File: config.mk
export PLATFORM = sky130hd
export DESIGN_NAME = fsc_top
export DESIGN_NICKNAME = d
export VERILOG_FILES = /design/src/design/fsc_pkg.sv /design/src/design/fsc_pwm.sv /design/src/design/fsc_tach.sv /design/src/design/fsc_top.sv
export VERILOG_INCLUDE_DIRS = /design/src /design/src/design
export SDC_FILE = /design/constraint.sdc
export NUM_CORES = 2
export LEC_CHECK = 0
export ABC_AREA = 0
export BUFFER_PORTS_ARGS = -buffer_cell sky130_fd_sc_hd__buf_2
export CAP_MARGIN = 15
export CORE_MARGIN = 5
export CORE_UTILIZATION = 30
export CTS_BUF_LIST = sky130_fd_sc_hd__clkbuf_8
export DETAILED_ROUTE_END_ITERATION = 10
export PLACE_DENSITY = 0.46
export SETUP_SLACK_MARGIN = 0.15
export SLEW_MARGIN = 10
export SYNTH_ARGS = -nofsm -noshare
export SYNTH_HDL_FRONTEND = slang
export SYNTH_SLANG_ARGS = --single-unit
File: constraint.sdc
create_clock -name SYS_CLK_I -period 41.4 [get_ports SYS_CLK_I]
set_input_delay 2.07 -clock SYS_CLK_I [delete_from_list [all_inputs] [get_ports SYS_CLK_I]]
set_output_delay 2.07 -clock SYS_CLK_I [all_outputs]
set_load 0.03 [all_outputs]
File: src/design/fsc_defines.svh
`ifndef FSC_DEFINES_SVH
`define FSC_DEFINES_SVH

// ----------------------------------------
// register byte addresses
// ----------------------------------------
`define FSC_ADDR_CH0_CTRL 8'h00
`define FSC_ADDR_CH1_CTRL 8'h04
`define FSC_ADDR_MAX_JUNCTION_TEMPERATURE 8'h08
`define FSC_ADDR_TEMPS 8'h0C
`define FSC_ADDR_CH0_STAT 8'h10
`define FSC_ADDR_CH1_STAT 8'h14

// ----------------------------------------
// field positions
// ----------------------------------------
`define FSC_CTRL_MODE_LSB 0
`define FSC_CTRL_SRC_LSB 2
`define FSC_CTRL_PPR_LSB 4
`define FSC_CTRL_MAN_LSB 8
`define FSC_CTRL_TRIP_LSB 16
`define FSC_CTRL_TSPD_LSB 24
`define FSC_TEMPS_CPU_LSB 0
`define FSC_TEMPS_HUB_LSB 8
`define FSC_TEMPS_MOD_LSB 16
`define FSC_STAT_RPM_LSB 0
`define FSC_STAT_DUTY_LSB 16

// ----------------------------------------
// reset values and limits
// ----------------------------------------
`define FSC_RST_MODE 2'h2
`define FSC_RST_SRC 2'h2
`define FSC_RST_PPR 3'h2
`define FSC_PPR_MIN 3'h1
`define FSC_PPR_MAX 3'h4
`define FSC_RST_MANUAL 7'h32
`define FSC_RST_TRIP 8'h32
`define FSC_TRIP_MIN 8'h14
`define FSC_TRIP_MAX 8'h50
`define FSC_RST_TSPD 7'h32
`define FSC_TSPD_MIN 7'h1E
`define FSC_DUTY_FULL 7'h64
`define FSC_RST_MAX_JUNCTION_TEMPERATURE 8'h64
`define FSC_FULL_OFFSET 8'h0A
`define FSC_RPM_SAT 16'hFFFF

// ----------------------------------------
// timing
// ----------------------------------------
`define FSC_CLK_PERIOD_NS 50
`define FSC_PWM_PERIOD_NS 40000
`define FSC_PWM_STEP_CYC ((`FSC_PWM_PERIOD_NS / `FSC_CLK_PERIOD_NS) / 100)
`define FSC_TACH_GATE_NS 1000000000
`define FSC_TACH_GATE_CYC (`FSC_TACH_GATE_NS / `FSC_CLK_PERIOD_NS)

`endif

File: src/design/fsc_pkg.sv
package fsc_pkg;

  typedef enum logic [1:0] {
    FSC_MODE_OFF,
    FSC_MODE_MANUAL,
    FSC_MODE_AUTO
  } fsc_mode_t;

  typedef enum logic [1:0] {
    FSC_SRC_HUB,
    FSC_SRC_MODULE,
    FSC_SRC_CPU
  } fsc_src_t;

  typedef struct packed {
    fsc_mode_t mode;
    fsc_src_t src;
    logic [2:0] ppr;
    logic [6:0] manual;
    logic [7:0] trip;
    logic [6:0] tspd;
  } fsc_cfg_t;

  typedef struct packed {
    logic [7:0] cpu;
    logic [7:0] hub;
    logic [7:0] module_t;
  } fsc_temps_t;

endpackage

File: src/design/fsc_pwm.sv
`timescale 1ns/1ns
`default_nettype none
`include "fsc_defines.svh"

module fsc_pwm
  import fsc_pkg::*;
(
  input wire logic clk_i,
  input wire logic rst_n_i,
  input wire fsc_cfg_t cfg_i,
  input wire fsc_temps_t temps_i,
  input wire logic [7:0] max_junction_temperature_i,
  output logic pwm_o,
  output logic [6:0] duty_o
);

  typedef struct packed {
    logic [3:0] div;
    logic [6:0] phase;
    logic [6:0] duty;
    logic pwm;
  } fsc_pwm_st_t;

  localparam fsc_pwm_st_t RST_ST = '{4'h0, 7'h00, 7'h00, 1'b0};
  localparam logic [3:0] STEP_LAST = 4'(`FSC_PWM_STEP_CYC - 1);
  localparam logic [6:0] PHASE_LAST = `FSC_DUTY_FULL - 7'h01;

  fsc_pwm_st_t st;
  fsc_pwm_st_t next_st;
  logic wrap;
  logic [7:0] temp;
  logic [7:0] full_t;
  logic [6:0] target;
  logic [15:0] prod;
  logic [15:0] quot;

  assign wrap = (st.div == STEP_LAST) && (st.phase == PHASE_LAST);

  // ----------------------------------------
  // duty target
  // ----------------------------------------
  always_comb begin
    prod = 16'h0000;
    quot = 16'h0000;
    case (cfg_i.src)
      FSC_SRC_HUB: temp = temps_i.hub;
      FSC_SRC_MODULE: temp = temps_i.module_t;
      default: temp = temps_i.cpu;
    endcase
    full_t = (max_junction_temperature_i > `FSC_FULL_OFFSET)
             ? max_junction_temperature_i - `FSC_FULL_OFFSET : 8'h00;
    if (temp >= full_t) begin
      target = `FSC_DUTY_FULL;
    end else if (temp <= cfg_i.trip) begin
      target = cfg_i.tspd;
    end else begin
      // linear ramp, span is nonzero here
      prod = {9'h000, `FSC_DUTY_FULL - cfg_i.tspd} *
             {8'h00, temp - cfg_i.trip};
      quot = prod / {8'h00, full_t - cfg_i.trip};
      target = cfg_i.tspd + quot[6:0];
    end
  end

  // ----------------------------------------
  // pwm generator
  // ----------------------------------------
  always_comb begin
    next_st = st;
    if (st.div == STEP_LAST) begin
      next_st.div = 4'h0;
      next_st.phase = (st.phase == PHASE_LAST) ? 7'h00 : st.phase + 7'h01;
    end else begin
      next_st.div = st.div + 4'h1;
    end
    if (wrap) begin
      case (cfg_i.mode)
        FSC_MODE_MANUAL: next_st.duty = cfg_i.manual;
        FSC_MODE_AUTO: next_st.duty = target;
        default: next_st.duty = 7'h00;
      endcase
    end
    if (cfg_i.mode == FSC_MODE_OFF) begin
      next_st.duty = 7'h00;
    end
    next_st.pwm = (next_st.phase < next_st.duty) &&
                  (cfg_i.mode != FSC_MODE_OFF);
  end

  always_ff @(posedge clk_i) begin
    if (!rst_n_i) begin
      st <= RST_ST;
    end else begin
      st <= next_st;
    end
  end

  assign pwm_o = st.pwm;
  assign duty_o = st.duty;

  // ----------------------------------------
  // checks
  // ----------------------------------------
  off_stops_a: assert property (
    @(posedge clk_i) disable iff (!rst_n_i)
    cfg_i.mode == FSC_MODE_OFF |=> !pwm_o && duty_o == 7'h00)
    else $error("fan still driven in off mode");

  manual_hold_a: assert property (
    @(posedge clk_i) disable iff (!rst_n_i)
    wrap && cfg_i.mode == FSC_MODE_MANUAL |=>
    duty_o == $past(cfg_i.manual))
    else $error("manual duty not applied");

  auto_full_a: assert property (
    @(posedge clk_i) disable iff (!rst_n_i)
    wrap && cfg_i.mode == FSC_MODE_AUTO && temp >= full_t |=>
    duty_o == `FSC_DUTY_FULL)
    else $error("no full speed near junction limit");

  auto_trip_a: assert property (
    @(posedge clk_i) disable iff (!rst_n_i)
    wrap && cfg_i.mode == FSC_MODE_AUTO && temp <= cfg_i.trip &&
    temp < full_t |=> duty_o == $past(cfg_i.tspd))
    else $error("trip speed not applied below trip");

  auto_ramp_a: assert property (
    @(posedge clk_i) disable iff (!rst_n_i)
    wrap && cfg_i.mode == FSC_MODE_AUTO && temp > cfg_i.trip &&
    temp < full_t |=> duty_o >= $past(cfg_i.tspd) &&
    duty_o < `FSC_DUTY_FULL)
    else $error("ramp duty out of range");

endmodule // fsc_pwm

`default_nettype wire

File: src/design/fsc_tach.sv
`timescale 1ns/1ns
`default_nettype none
`include "fsc_defines.svh"

module fsc_tach #(
  parameter int GATE_CYC = `FSC_TACH_GATE_CYC
) (
  input wire logic clk_i,
  input wire logic rst_n_i,
  input wire logic tach_i,
  input wire logic [2:0] ppr_i,
  output logic [15:0] rpm_o
);

  typedef struct packed {
    logic s1;
    logic s2;
    logic s3;
    logic [31:0] gate;
    logic [15:0] edges;
    logic [15:0] rpm;
  } fsc_tach_st_t;

  // sync stages reset to idle high: no false edge after reset
  localparam fsc_tach_st_t RST_ST = '{1'b1, 1'b1, 1'b1, 32'h0, 16'h0, 16'h0};
  localparam logic [31:0] GATE_LAST = 32'(GATE_CYC - 1);

  fsc_tach_st_t st;
  fsc_tach_st_t next_st;
  logic rise;
  logic [21:0] revs;

  assign rise = st.s2 && !st.s3;

  // ----------------------------------------
  // gated edge count
  // ----------------------------------------
  always_comb begin
    next_st = st;
    next_st.s1 = tach_i;
    next_st.s2 = st.s1;
    next_st.s3 = st.s2;
    // edges times sixty, per minute
    revs = ({st.edges, 6'h00} - {4'h0, st.edges, 2'h0}) / {19'h0, ppr_i};
    if (st.gate == GATE_LAST) begin
      next_st.gate = 32'h0;
      next_st.edges = {15'h0, rise};
      next_st.rpm = (revs[21:16] != 6'h00) ? `FSC_RPM_SAT
                                           : revs[15:0];
    end else begin
      next_st.gate = st.gate + 32'h1;
      if (rise && st.edges != 16'hFFFF) begin
        next_st.edges = st.edges + 16'h1;
      end
    end
  end

  always_ff @(posedge clk_i) begin
    if (!rst_n_i) begin
      st <= RST_ST;
    end else begin
      st <= next_st;
    end
  end

  assign rpm_o = st.rpm;

  // ----------------------------------------
  // checks
  // ----------------------------------------
  edge_count_a: assert property (
    @(posedge clk_i) disable iff (!rst_n_i)
    rise && st.gate != GATE_LAST && st.edges < 16'h0010 |=>
    st.edges == $past(st.edges) + 16'h1)
    else $error("tachometer edge missed");

  rpm_scale_a: assert property (
    @(posedge clk_i) disable iff (!rst_n_i)
    st.gate == GATE_LAST && st.edges[15:8] == 8'h00 |=>
    rpm_o == ($past(st.edges) * 16'h003C) / {13'h0, $past(ppr_i)})
    else $error("speed not scaled by pulses per turn");

endmodule // fsc_tach

`default_nettype wire

File: src/design/fsc_top.sv
`timescale 1ns/1ns
`default_nettype none
`include "fsc_defines.svh"

// Function
// - off mode stops the fan output completely, duty zero
// - manual mode drives a fixed configured duty, ignoring temperature
// - auto mode regulates duty from temperature with no software help
// - pulses per revolution configurable one to four, default two
// - trip point 20 to 80 degrees, default 50
// - speed at trip point at least 30 percent, default 50
// - auto full speed at ten below maximum junction temperature
// - auto source chosen from hub, module or processor sensor
// - second independent channel for the external fan, same settings
// - processor, hub and module temperatures readable in degrees Celsius
module fsc_top
  import fsc_pkg::*;
#(
  parameter int TACH_GATE_CYC = `FSC_TACH_GATE_CYC
) (
  input wire logic SYS_CLK_I,
  input wire logic RST_N_I,
  input wire logic PSEL_I,
  input wire logic PENABLE_I,
  input wire logic PWRITE_I,
  input wire logic [7:0] PADDR_I,
  input wire logic [31:0] PWDATA_I,
  input wire logic [3:0] PSTRB_I,
  output logic [31:0] PRDATA_O,
  output logic PREADY_O,
  output logic PSLVERR_O,
  input wire logic [7:0] TEMP_CPU_I,
  input wire logic [7:0] TEMP_HUB_I,
  input wire logic [7:0] TEMP_MOD_I,
  input wire logic [1:0] FAN_TACH_I,
  output logic [1:0] FAN_PWM_O
);

  typedef struct packed {
    fsc_cfg_t [1:0] cfg;
    logic [7:0] max_junction_temperature;
    logic [31:0] prdata;
    logic pslverr;
  } fsc_top_st_t;

  localparam fsc_cfg_t RST_CFG = '{
    fsc_mode_t'(`FSC_RST_MODE), fsc_src_t'(`FSC_RST_SRC), `FSC_RST_PPR,
    `FSC_RST_MANUAL, `FSC_RST_TRIP, `FSC_RST_TSPD};
  localparam fsc_top_st_t RST_ST = '{
    {RST_CFG, RST_CFG}, `FSC_RST_MAX_JUNCTION_TEMPERATURE, 32'h0, 1'b0};
  localparam logic [7:0] CTRL_ADDR [2] = '{
    `FSC_ADDR_CH0_CTRL, `FSC_ADDR_CH1_CTRL};
  localparam logic [7:0] STAT_ADDR [2] = '{
    `FSC_ADDR_CH0_STAT, `FSC_ADDR_CH1_STAT};

  fsc_top_st_t st;
  fsc_top_st_t next_st;
  fsc_temps_t temps;
  logic [6:0] duty [2];
  logic [15:0] rpm [2];
  logic [31:0] rd_word;
  logic rd_hit;
  logic wr_hit;
  logic setup;
  logic access;

  assign setup = PSEL_I && !PENABLE_I;
  assign access = PSEL_I && PENABLE_I;
  assign temps = '{TEMP_CPU_I, TEMP_HUB_I, TEMP_MOD_I};

  // ----------------------------------------
  // field helpers
  // ----------------------------------------
  function automatic logic [31:0] pack_cfg(input fsc_cfg_t c);
    logic [31:0] w;
    w = 32'h0;
    w[`FSC_CTRL_MODE_LSB +: 2] = c.mode;
    w[`FSC_CTRL_SRC_LSB +: 2] = c.src;
    w[`FSC_CTRL_PPR_LSB +: 3] = c.ppr;
    w[`FSC_CTRL_MAN_LSB +: 7] = c.manual;
    w[`FSC_CTRL_TRIP_LSB +: 8] = c.trip;
    w[`FSC_CTRL_TSPD_LSB +: 7] = c.tspd;
    return w;
  endfunction

  function automatic fsc_cfg_t unpack_cfg(input logic [31:0] w);
    fsc_cfg_t c;
    logic [2:0] ppr;
    logic [7:0] trip;
    logic [6:0] tspd;
    logic [6:0] man;
    c = RST_CFG;
    ppr = w[`FSC_CTRL_PPR_LSB +: 3];
    trip = w[`FSC_CTRL_TRIP_LSB +: 8];
    tspd = w[`FSC_CTRL_TSPD_LSB +: 7];
    man = w[`FSC_CTRL_MAN_LSB +: 7];
    // unknown mode code falls back to off
    c.mode = (w[`FSC_CTRL_MODE_LSB +: 2] == 2'h3) ? FSC_MODE_OFF
             : fsc_mode_t'(w[`FSC_CTRL_MODE_LSB +: 2]);
    c.src = (w[`FSC_CTRL_SRC_LSB +: 2] == 2'h3) ? FSC_SRC_CPU
            : fsc_src_t'(w[`FSC_CTRL_SRC_LSB +: 2]);
    c.ppr = (ppr < `FSC_PPR_MIN) ? `FSC_PPR_MIN
            : (ppr > `FSC_PPR_MAX) ? `FSC_PPR_MAX : ppr;
    c.trip = (trip < `FSC_TRIP_MIN) ? `FSC_TRIP_MIN
             : (trip > `FSC_TRIP_MAX) ? `FSC_TRIP_MAX : trip;
    c.tspd = (tspd < `FSC_TSPD_MIN) ? `FSC_TSPD_MIN
             : (tspd > `FSC_DUTY_FULL) ? `FSC_DUTY_FULL : tspd;
    c.manual = (man > `FSC_DUTY_FULL) ? `FSC_DUTY_FULL : man;
    return c;
  endfunction

  function automatic logic [31:0] merge(input logic [31:0] old_w,
                                        input logic [31:0] new_w,
                                        input logic [3:0] strb);
    logic [31:0] w;
    w = old_w;
    for (int b = 0; b < 4; b++) begin
      if (strb[b]) begin
        w[b*8 +: 8] = new_w[b*8 +: 8];
      end
    end
    return w;
  endfunction

  // ----------------------------------------
  // read decode
  // ----------------------------------------
  always_comb begin
    rd_word = 32'h0;
    rd_hit = 1'b0;
    wr_hit = 1'b0;
    for (int c = 0; c < 2; c++) begin
      if (PADDR_I == CTRL_ADDR[c]) begin
        rd_word = pack_cfg(st.cfg[c]);
        rd_hit = 1'b1;
        wr_hit = 1'b1;
      end
      if (PADDR_I == STAT_ADDR[c]) begin
        rd_word[`FSC_STAT_RPM_LSB +: 16] = rpm[c];
        rd_word[`FSC_STAT_DUTY_LSB +: 7] = duty[c];
        rd_hit = 1'b1;
      end
    end
    if (PADDR_I == `FSC_ADDR_MAX_JUNCTION_TEMPERATURE) begin
      rd_word[7:0] = st.max_junction_temperature;
      rd_hit = 1'b1;
      wr_hit = 1'b1;
    end
    if (PADDR_I == `FSC_ADDR_TEMPS) begin
      rd_word[`FSC_TEMPS_CPU_LSB +: 8] = temps.cpu;
      rd_word[`FSC_TEMPS_HUB_LSB +: 8] = temps.hub;
      rd_word[`FSC_TEMPS_MOD_LSB +: 8] = temps.module_t;
      rd_hit = 1'b1;
    end
  end

  // ----------------------------------------
  // register update
  // ----------------------------------------
  always_comb begin
    next_st = st;
    // answer is prepared in setup, shown in access
    if (setup) begin
      next_st.prdata = PWRITE_I ? 32'h0 : rd_word;
      next_st.pslverr = PWRITE_I ? !wr_hit : !rd_hit;
    end
    if (access && PWRITE_I) begin
      for (int c = 0; c < 2; c++) begin
        if (PADDR_I == CTRL_ADDR[c]) begin
          next_st.cfg[c] = unpack_cfg(merge(pack_cfg(st.cfg[c]), PWDATA_I,
                                            PSTRB_I));
        end
      end
      if (PADDR_I == `FSC_ADDR_MAX_JUNCTION_TEMPERATURE && PSTRB_I[0]) begin
        next_st.max_junction_temperature = PWDATA_I[7:0];
      end
    end
  end

  always_ff @(posedge SYS_CLK_I) begin
    if (!RST_N_I) begin
      st <= RST_ST;
    end else begin
      st <= next_st;
    end
  end

  assign PRDATA_O = st.prdata;
  assign PSLVERR_O = st.pslverr;
  assign PREADY_O = 1'b1;

  // ----------------------------------------
  // fan channels
  // ----------------------------------------
  for (genvar c = 0; c < 2; c++) begin : g_ch
    fsc_pwm u_pwm (
      .clk_i(SYS_CLK_I),
      .rst_n_i(RST_N_I),
      .cfg_i(st.cfg[c]),
      .temps_i(temps),
      .max_junction_temperature_i(st.max_junction_temperature),
      .pwm_o(FAN_PWM_O[c]),
      .duty_o(duty[c])
    );
    fsc_tach #(
      .GATE_CYC(TACH_GATE_CYC)
    ) u_tach (
      .clk_i(SYS_CLK_I),
      .rst_n_i(RST_N_I),
      .tach_i(FAN_TACH_I[c]),
      .ppr_i(st.cfg[c].ppr),
      .rpm_o(rpm[c])
    );
  end

  // ----------------------------------------
  // checks
  // ----------------------------------------
  unmapped_err_a: assert property (
    @(posedge SYS_CLK_I) disable iff (!RST_N_I)
    setup && !PWRITE_I && !rd_hit |=> PSLVERR_O && PRDATA_O == 32'h0)
    else $error("unmapped read not flagged");

  temp_read_a: assert property (
    @(posedge SYS_CLK_I) disable iff (!RST_N_I)
    setup && !PWRITE_I && PADDR_I == `FSC_ADDR_TEMPS |=>
    PRDATA_O[7:0] == $past(TEMP_CPU_I) &&
    PRDATA_O[15:8] == $past(TEMP_HUB_I) &&
    PRDATA_O[23:16] == $past(TEMP_MOD_I))
    else $error("temperature readout wrong");

  trip_range_a: assert property (
    @(posedge SYS_CLK_I) disable iff (!RST_N_I)
    access && PWRITE_I && PADDR_I == `FSC_ADDR_CH0_CTRL && PSTRB_I[2] |=>
    st.cfg[0].trip >= `FSC_TRIP_MIN && st.cfg[0].trip <= `FSC_TRIP_MAX)
    else $error("trip point out of range");

  ppr_range_a: assert property (
    @(posedge SYS_CLK_I) disable iff (!RST_N_I)
    access && PWRITE_I && PADDR_I == `FSC_ADDR_CH0_CTRL && PSTRB_I[0] |=>
    st.cfg[0].ppr >= `FSC_PPR_MIN && st.cfg[0].ppr <= `FSC_PPR_MAX)
    else $error("pulse count out of range");

  tspd_min_a: assert property (
    @(posedge SYS_CLK_I) disable iff (!RST_N_I)
    access && PWRITE_I && PADDR_I == `FSC_ADDR_CH1_CTRL && PSTRB_I[3] |=>
    st.cfg[1].tspd >= `FSC_TSPD_MIN)
    else $error("trip speed below minimum");

  ch_indep_a: assert property (
    @(posedge SYS_CLK_I) disable iff (!RST_N_I)
    access && PWRITE_I && PADDR_I == `FSC_ADDR_CH0_CTRL |=>
    st.cfg[1] == $past(st.cfg[1]))
    else $error("channel write leaked into other channel");

endmodule // fsc_top

`default_nettype wire
### Yosys cells after proc, flatten, opt, wreduce, memory -nomap -nowiden

Index checks and enable logic that the tools add are counted.

| storage, ports and cells | value |
|---|---|
| output and inout port bits | 36 |
| bits of input ports | 75 |
| memories kept | 0 |
| register bits | 271 |
| RAM bits | 0 |
| bits in latches | 0 |
| memory bits (read-only) | 0 |

| operators by class | value |
|---|---|
| order comparisons | 21 |
| multiplexer cells | 81 |
| reduce and logical (&&, ||, !) cells | 35 |
| bitwise gates (word level) | 1 |
| equality and inequality tests | 23 |
| multiply operators | 2 |
| div/mod/pow operators | 4 |
| shift-type cells | 0 |
| add/subtract/negate cells | 19 |

Operators with widths:

| cell | number |
|---|---|
| $mux 7 | 36 |
| $mux 8 | 12 |
| $add 32x1->32 const B | 2 |
| $eq 32x25->1 const B | 2 |
| $mux 32 | 2 |
| $mux 23 | 2 |
| $div 22x3->22 | 2 |
| $sub 22x18->22 | 2 |
| $add 16x1->16 const B | 2 |
| $div 15x8->16 | 2 |
| $mux 16 | 2 |
| $ne 16x16->1 const B | 2 |
| $pmux 8 s2 | 2 |
| $sub 8x8->8 | 4 |
| $mux 31 | 1 |
| $mul 7x8->15 | 2 |
| $gt 7x7->1 const B | 4 |
| $pmux 7 s2 | 2 |
| $mux 24 | 1 |
| $eq 8x4->1 const B | 2 |
| $eq 8x5->1 const B | 2 |
| $ge 8x8->1 | 2 |
| $gt 8x7->1 const B | 2 |
| $le 8x8->1 | 2 |
| other kinds (28) | 92 |

### Longest topological paths before layout

| depth | value |
|---|---|
| depth in word-level cells | 13 |
| depth in mapped cells | 236 |

### By module

A second synthesis with hierarchy kept.

| unflattened totals | value |
|---|---|
| cell total of the unflattened synthesis | 8258 |
| area, all modules | 59941.2 sq um |

By module, submodules not included:

| module | instances | cells an instance | area each (sq um) |
|---|---|---|---|
| fsc_pwm | 2 | 1271 | 9598.0 |
| fsc_tach (g_ch[0].u_tach) | 1 | 2525 | 17631.9 |
| fsc_tach (g_ch[1].u_tach) | 1 | 2465 | 17376.7 |
| fsc_top | 1 | 726 | 5736.8 |

### Worst setup path after synthesis

Ideal clock, no wire load.

| timing path | value |
|---|---|
| path type | register to register |
| from | register g_ch[0].u_tach.st[24] (netlist name) |
| to | register g_ch[0].u_tach.st, in the netlist g_ch[0].u_tach.rpm_o[0] |
| buffers on the path | 16 |
| period minus slack after synthesis | 44.807 ns |
| library setup time | 0.134 ns |
| arrival | 44.673 ns |
| stages on the path, launching flop included | 224 |
| path slack | -3.407 ns |
| cells stage by stage | dfxtp_1 > inv_1 > ha_1 > clkbuf_1 > a21oi_1 > o211a_1 > or2_2 > o211ai_1 > nor4_1 > xnor2_1 > ha_1 > or2_1 > and2_0 > o21ai_0 > or4_4 > nor3_1 > and4b_1 > a21oi_1 > (+188 left out) > nor2_1 > a21oi_1 > ha_1 > nor2b_1 > nand3_1 > a21oi_1 > nand4_1 > or4b_1 > o2111ai_2 > mux2_2 > ha_1 > nand2_1 > o211ai_1 > nor3_1 > a21oi_1 > or4_1 > a2111oi_2 > a31oi_1 |

| on the way | value |
|---|---|
| word-level cells in the longest chain between the ends | 4 |

RTL lines:

| what | RTL line | text |
|---|---|---|
| start: declaration | fsc_tach.sv:28 | `fsc_tach_st_t st;` |
| start signal: assignment | fsc_tach.sv:62 | `st <= next_st;` |
| $sub 22x18->22 * | fsc_tach.sv:44 | `revs = ({st.edges, 6'h00} - {4'h0, st.edges, 2'h0}) / {19'h0, ppr_i};` |
| $div 22x3->22 * | fsc_tach.sv:44 |  |
| $reduce_bool 6->1 | fsc_tach.sv:48 | `` next_st.rpm = (revs[21:16] != 6'h00) ? `FSC_RPM_SAT `` |
| $mux 16 * | fsc_tach.sv:48 |  |

Mark *: on every way between the ends. The rest lies on a longest branch, timed or not.
A chain may end at the register's enable or synchronous reset.

### Worst setup path in the final report

| timing path | value |
|---|---|
| from | register g_ch[0].u_tach.st[21] (netlist name) |
| to | register g_ch[0].u_tach.st, in the netlist g_ch[0].u_tach.rpm_o[0] |

The elaborated chain is that of the path after synthesis.

==> results.rst <==
.. list-table::
   :header-rows: 1

   * - Metric
     - Value
   * - Final setup violation count
     - 0
   * - Hold WC Path Type
     - flop to flop
   * - Cell Count, Final, Fillers Out
     - around 11000
   * - First drt pass iteration count
     - 6
   * - Synthesis-to-finish area growth
     - 21.67%
   * - Nets
     - 9048
   * - Wire length of the first global-routing pass
     - about 330000 um
   * - Netlist cell types
     - between 100 and 150
   * - Type of destination of the critical path
     - flop
   * - CP Data Required Time
     - between 40 and 50 ns
   * - Origin of the worst min-delay path
     - g_ch[1].u_tach.next_st[65]
   * - Ports placed on the boundary
     - approximately 110
   * - Worst path slowest cell
     - sky130_fd_sc_hd__or4_4
   * - Global-route congestion overflow total
     - 0
   * - Register bit total from synthesis
     - 270
   * - Final period util
     - between 90% and 100%
   * - Fraction of registers with async set/reset
     - 0%
   * - Most common library cell in the layout ignoring fill and taps
     - sky130_fd_sc_hd__buf_4
   * - Register-to-Register Setup Slack
     - 1.98 ns
   * - Setup WS post-layout
     - just under 2 ns
   * - Final HPWL from detailed placement
     - ~170000 um
   * - Width of the die
     - approximately 440 um
   * - Total of buffers placed on input and output ports
     - 106
   * - Buffer type at the clock tree root
     - sky130_fd_sc_hd__clkbuf_8
   * - Number of nets with antenna violations after detailed routing
     - 0
   * - Instance count along the most critical hold path
     - 1
   * - Max-Slew Margin vs Limit
     - a little under a quarter
   * - Starting DRT DRC Count
     - roughly 3700
   * - Core Util, Final
     - 36.69%
   * - Share of cells above drive strength 1
     - between 20% and 30%
   * - CP Buf/Inv Count
     - 10
   * - Minimum period implied by the final worst setup slack
     - a little under 40 ns
   * - Vias in the first global route
     - just under 60000
   * - Number of enable flip-flop cells after synthesis
     - 0
   * - R2R Path Start
     - g_ch[0].u_tach.st[21]
   * - Most used cells in the layout excluding fill and tap cells
     - 792 x sky130_fd_sc_hd__buf_4, 717 x sky130_fd_sc_hd__nor2_1, 664 x sky130_fd_sc_hd__nand2_1
   * - Drt total wl
     - 211300 um
   * - Mapped Area
     - between 50000 and 60000 um^2
   * - Area of the placeable core
     - between 150000 and 200000 um^2
   * - Worst setup path class
     - flop to flop
   * - Slew Limit Fails
     - 0
   * - Highest achievable clock rate
     - about 0.025 GHz
   * - Number of gates on the worst path with buffers counted
     - 214
   * - Post-detailed-route via-to-cell ratio
     - roughly 5.6
   * - Fill count
     - 19510
   * - Worst-Margin Slew
     - 1.151 ns
   * - CP startpoint kind
     - flop
   * - Total count of hold-check failures in the final report
     - 0
   * - Worst reg2reg path depth
     - roughly 210
   * - Clk_lat worst skew
     - between 0.6 and 0.7 ns
   * - Number of buffers inserted during clock tree synthesis
     - between 40 and 50
   * - Count of clock tree sinks
     - 270
   * - Total DRC errors in the routed layout
     - 0
   * - Hold-fix buffer count after cts
     - 0
   * - Gp weighted congestion
     - about 0.93
   * - Setup Skew
     - roughly 0.046 ns
   * - Status
     - finished, final reports clean
   * - Die span in y
     - between 400 and 500 um
   * - Register clock-pin slew on the reported worst setup and hold paths
     - about 0.060 ns
   * - Endpoint arrival time on the critical path
     - between 30 and 40 ns
   * - Crit path max fanout
     - 6
   * - Most common flop cell mapped by yosys
     - sky130_fd_sc_hd__dfxtp_1
   * - Worst-case clock buffer depth
     - 3
   * - Largest net degree at the start of global routing
     - 57
   * - TritonCTS clock tree
     - yes
   * - Post-DR wirelength/cell
     - slightly below 20 um
   * - Antenna violations before repair
     - 26
   * - Crit path from
     - g_ch[0].u_tach.st[21]
   * - Max stage delay on crit path
     - ~0.55 ns
   * - Starting density of the core
     - between 30% and 40%
   * - Syn Area/Cell
     - 7.165 um^2
   * - Rows
     - between 150 and 200
   * - Gate count after technology mapping
     - 7697
   * - Category of cells accounting for the largest share of critical-path delay
     - simple AND/OR/NAND/NOR gates
   * - Inst Count DP
     - 10700
   * - Max-cap violation count
     - 0
   * - H-tree level count
     - 2
   * - Final hold slack
     - 0.4118 ns
   * - Pre-CTS worst setup slack
     - -0.7527 ns
   * - Yosys warning total
     - 0
   * - Via count of the routed design
     - ~60000
   * - Full die area
     - 192500 um^2
   * - Overall fraction of global-route tracks in use
     - between 20% and 30%
   * - Part of the Yosys area used for sequential elements
     - 9.801%
==> sequential cells by signal, indices dropped and copies added (netlist names) <==
register and flops:
g_ch.u_pwm.duty_o 14, g_ch.u_pwm.pwm_o 2, st 66, PRDATA_O 31
PSLVERR_O 1, g_ch.u_tach.rpm_o 32, g_ch.u_tach.next_st 4, g_ch.u_pwm.st 22
g_ch.u_tach.st 98
==> cells by family (layout without fill, tap and decap cells) <==
| kind of cell | count (synthesis) | in the layout | share of synthesized area [%] |
|---|---|---|---|
| simple gates | 3230 | 3230 | 30.22 |
| compound gates | 2304 | 2304 | 28.87 |
| fa+ha+maj | 573 | 573 | 13.89 |
| buf+inv | 544 | 1281 | 4.002 |
| xor+xnor | 514 | 514 | 8.231 |
| flops | 270 | 270 | 9.801 |
| mux | 260 | 260 | 4.980 |
| other cells | 2 | 18 | 0.01362 |
==> path summary, 6_finish.rpt <==
kind,to
setup / recovery,g_ch[0].u_tach.rpm_o[0]
hold / removal,g_ch[1].u_tach.next_st[64]
setup reg to reg,g_ch[0].u_tach.rpm_o[0]
hold reg to reg,g_ch[1].u_tach.next_st[64]
==> Yosys cell counts (all sizes together), types with 66 or more instances <==
library cell  number  area, um^2
a21o             151        1134
nor4              97       739.5
mux2i            166        1677
a31oi             99       653.1
o21a             225        1689
fa                66        1321
a21oi            504        2564
and3             104       650.6
nand3            280        1446
nor2b            105       656.9
inv              290        1089
o31ai            116       894.6
or3               96       610.6
o21ai            447        2252
clkbuf           165       620.6
and2             124       779.5
o211ai            76       595.6
nand4            124       830.8
xor2             191        1695
ha               505        6319
or2               81       509.2
mux2              94        1070
nand2b           162        1013
a211oi            85       743.2
nand2            690        2600
nor2             769        2922
xnor2            323        2844
nor3             371        1954
dfxtp            270        5405
buf               88       494.2
==> per-stage QoR <==
step	TNS, ns	area, um^2
6_report	0	67100
2_1_floorplan	0	56080
3_3_place_gp	-0.3708	63710
5_1_grt	-0.01430	67100
4_1_cts	0	64930
3_5_place_dp	-0.9488	63710
==> what timing repair did <==
action,4_1_cts,5_1_grt
gates resized for setup,23,338
setup endpoints to repair,1,20
setup buffers,12,100
pin swaps,12,185
==> layout make-up <==
class	instances	area [um^2]	share of cell area (%)
Clock buffer	61	839.6	1.251
Inverter	291	1095	1.632
Sequential cell	270	5436	8.102
Timing Repair Buffer	905	6589	9.819
Multi-Input combinational cell	6885	49840	74.28
Clock inverter	24	182.7	0.2722
Antenna cell	14	35.03	0.05221
Tap cell	2464	3083	4.594
==> metal layers <==
metal / global-route usage [%] / share of wire, %
met5: 0 / 0
met4: 8.991 / 4.4
met3: 0.8236 / 3.1
met2: 35.24 / 47
met1: 27.71 / 46
Power is left out: the tool's default activity adds up to more than one toggle a clock period on the data nets, which glitch-free logic cannot reach.
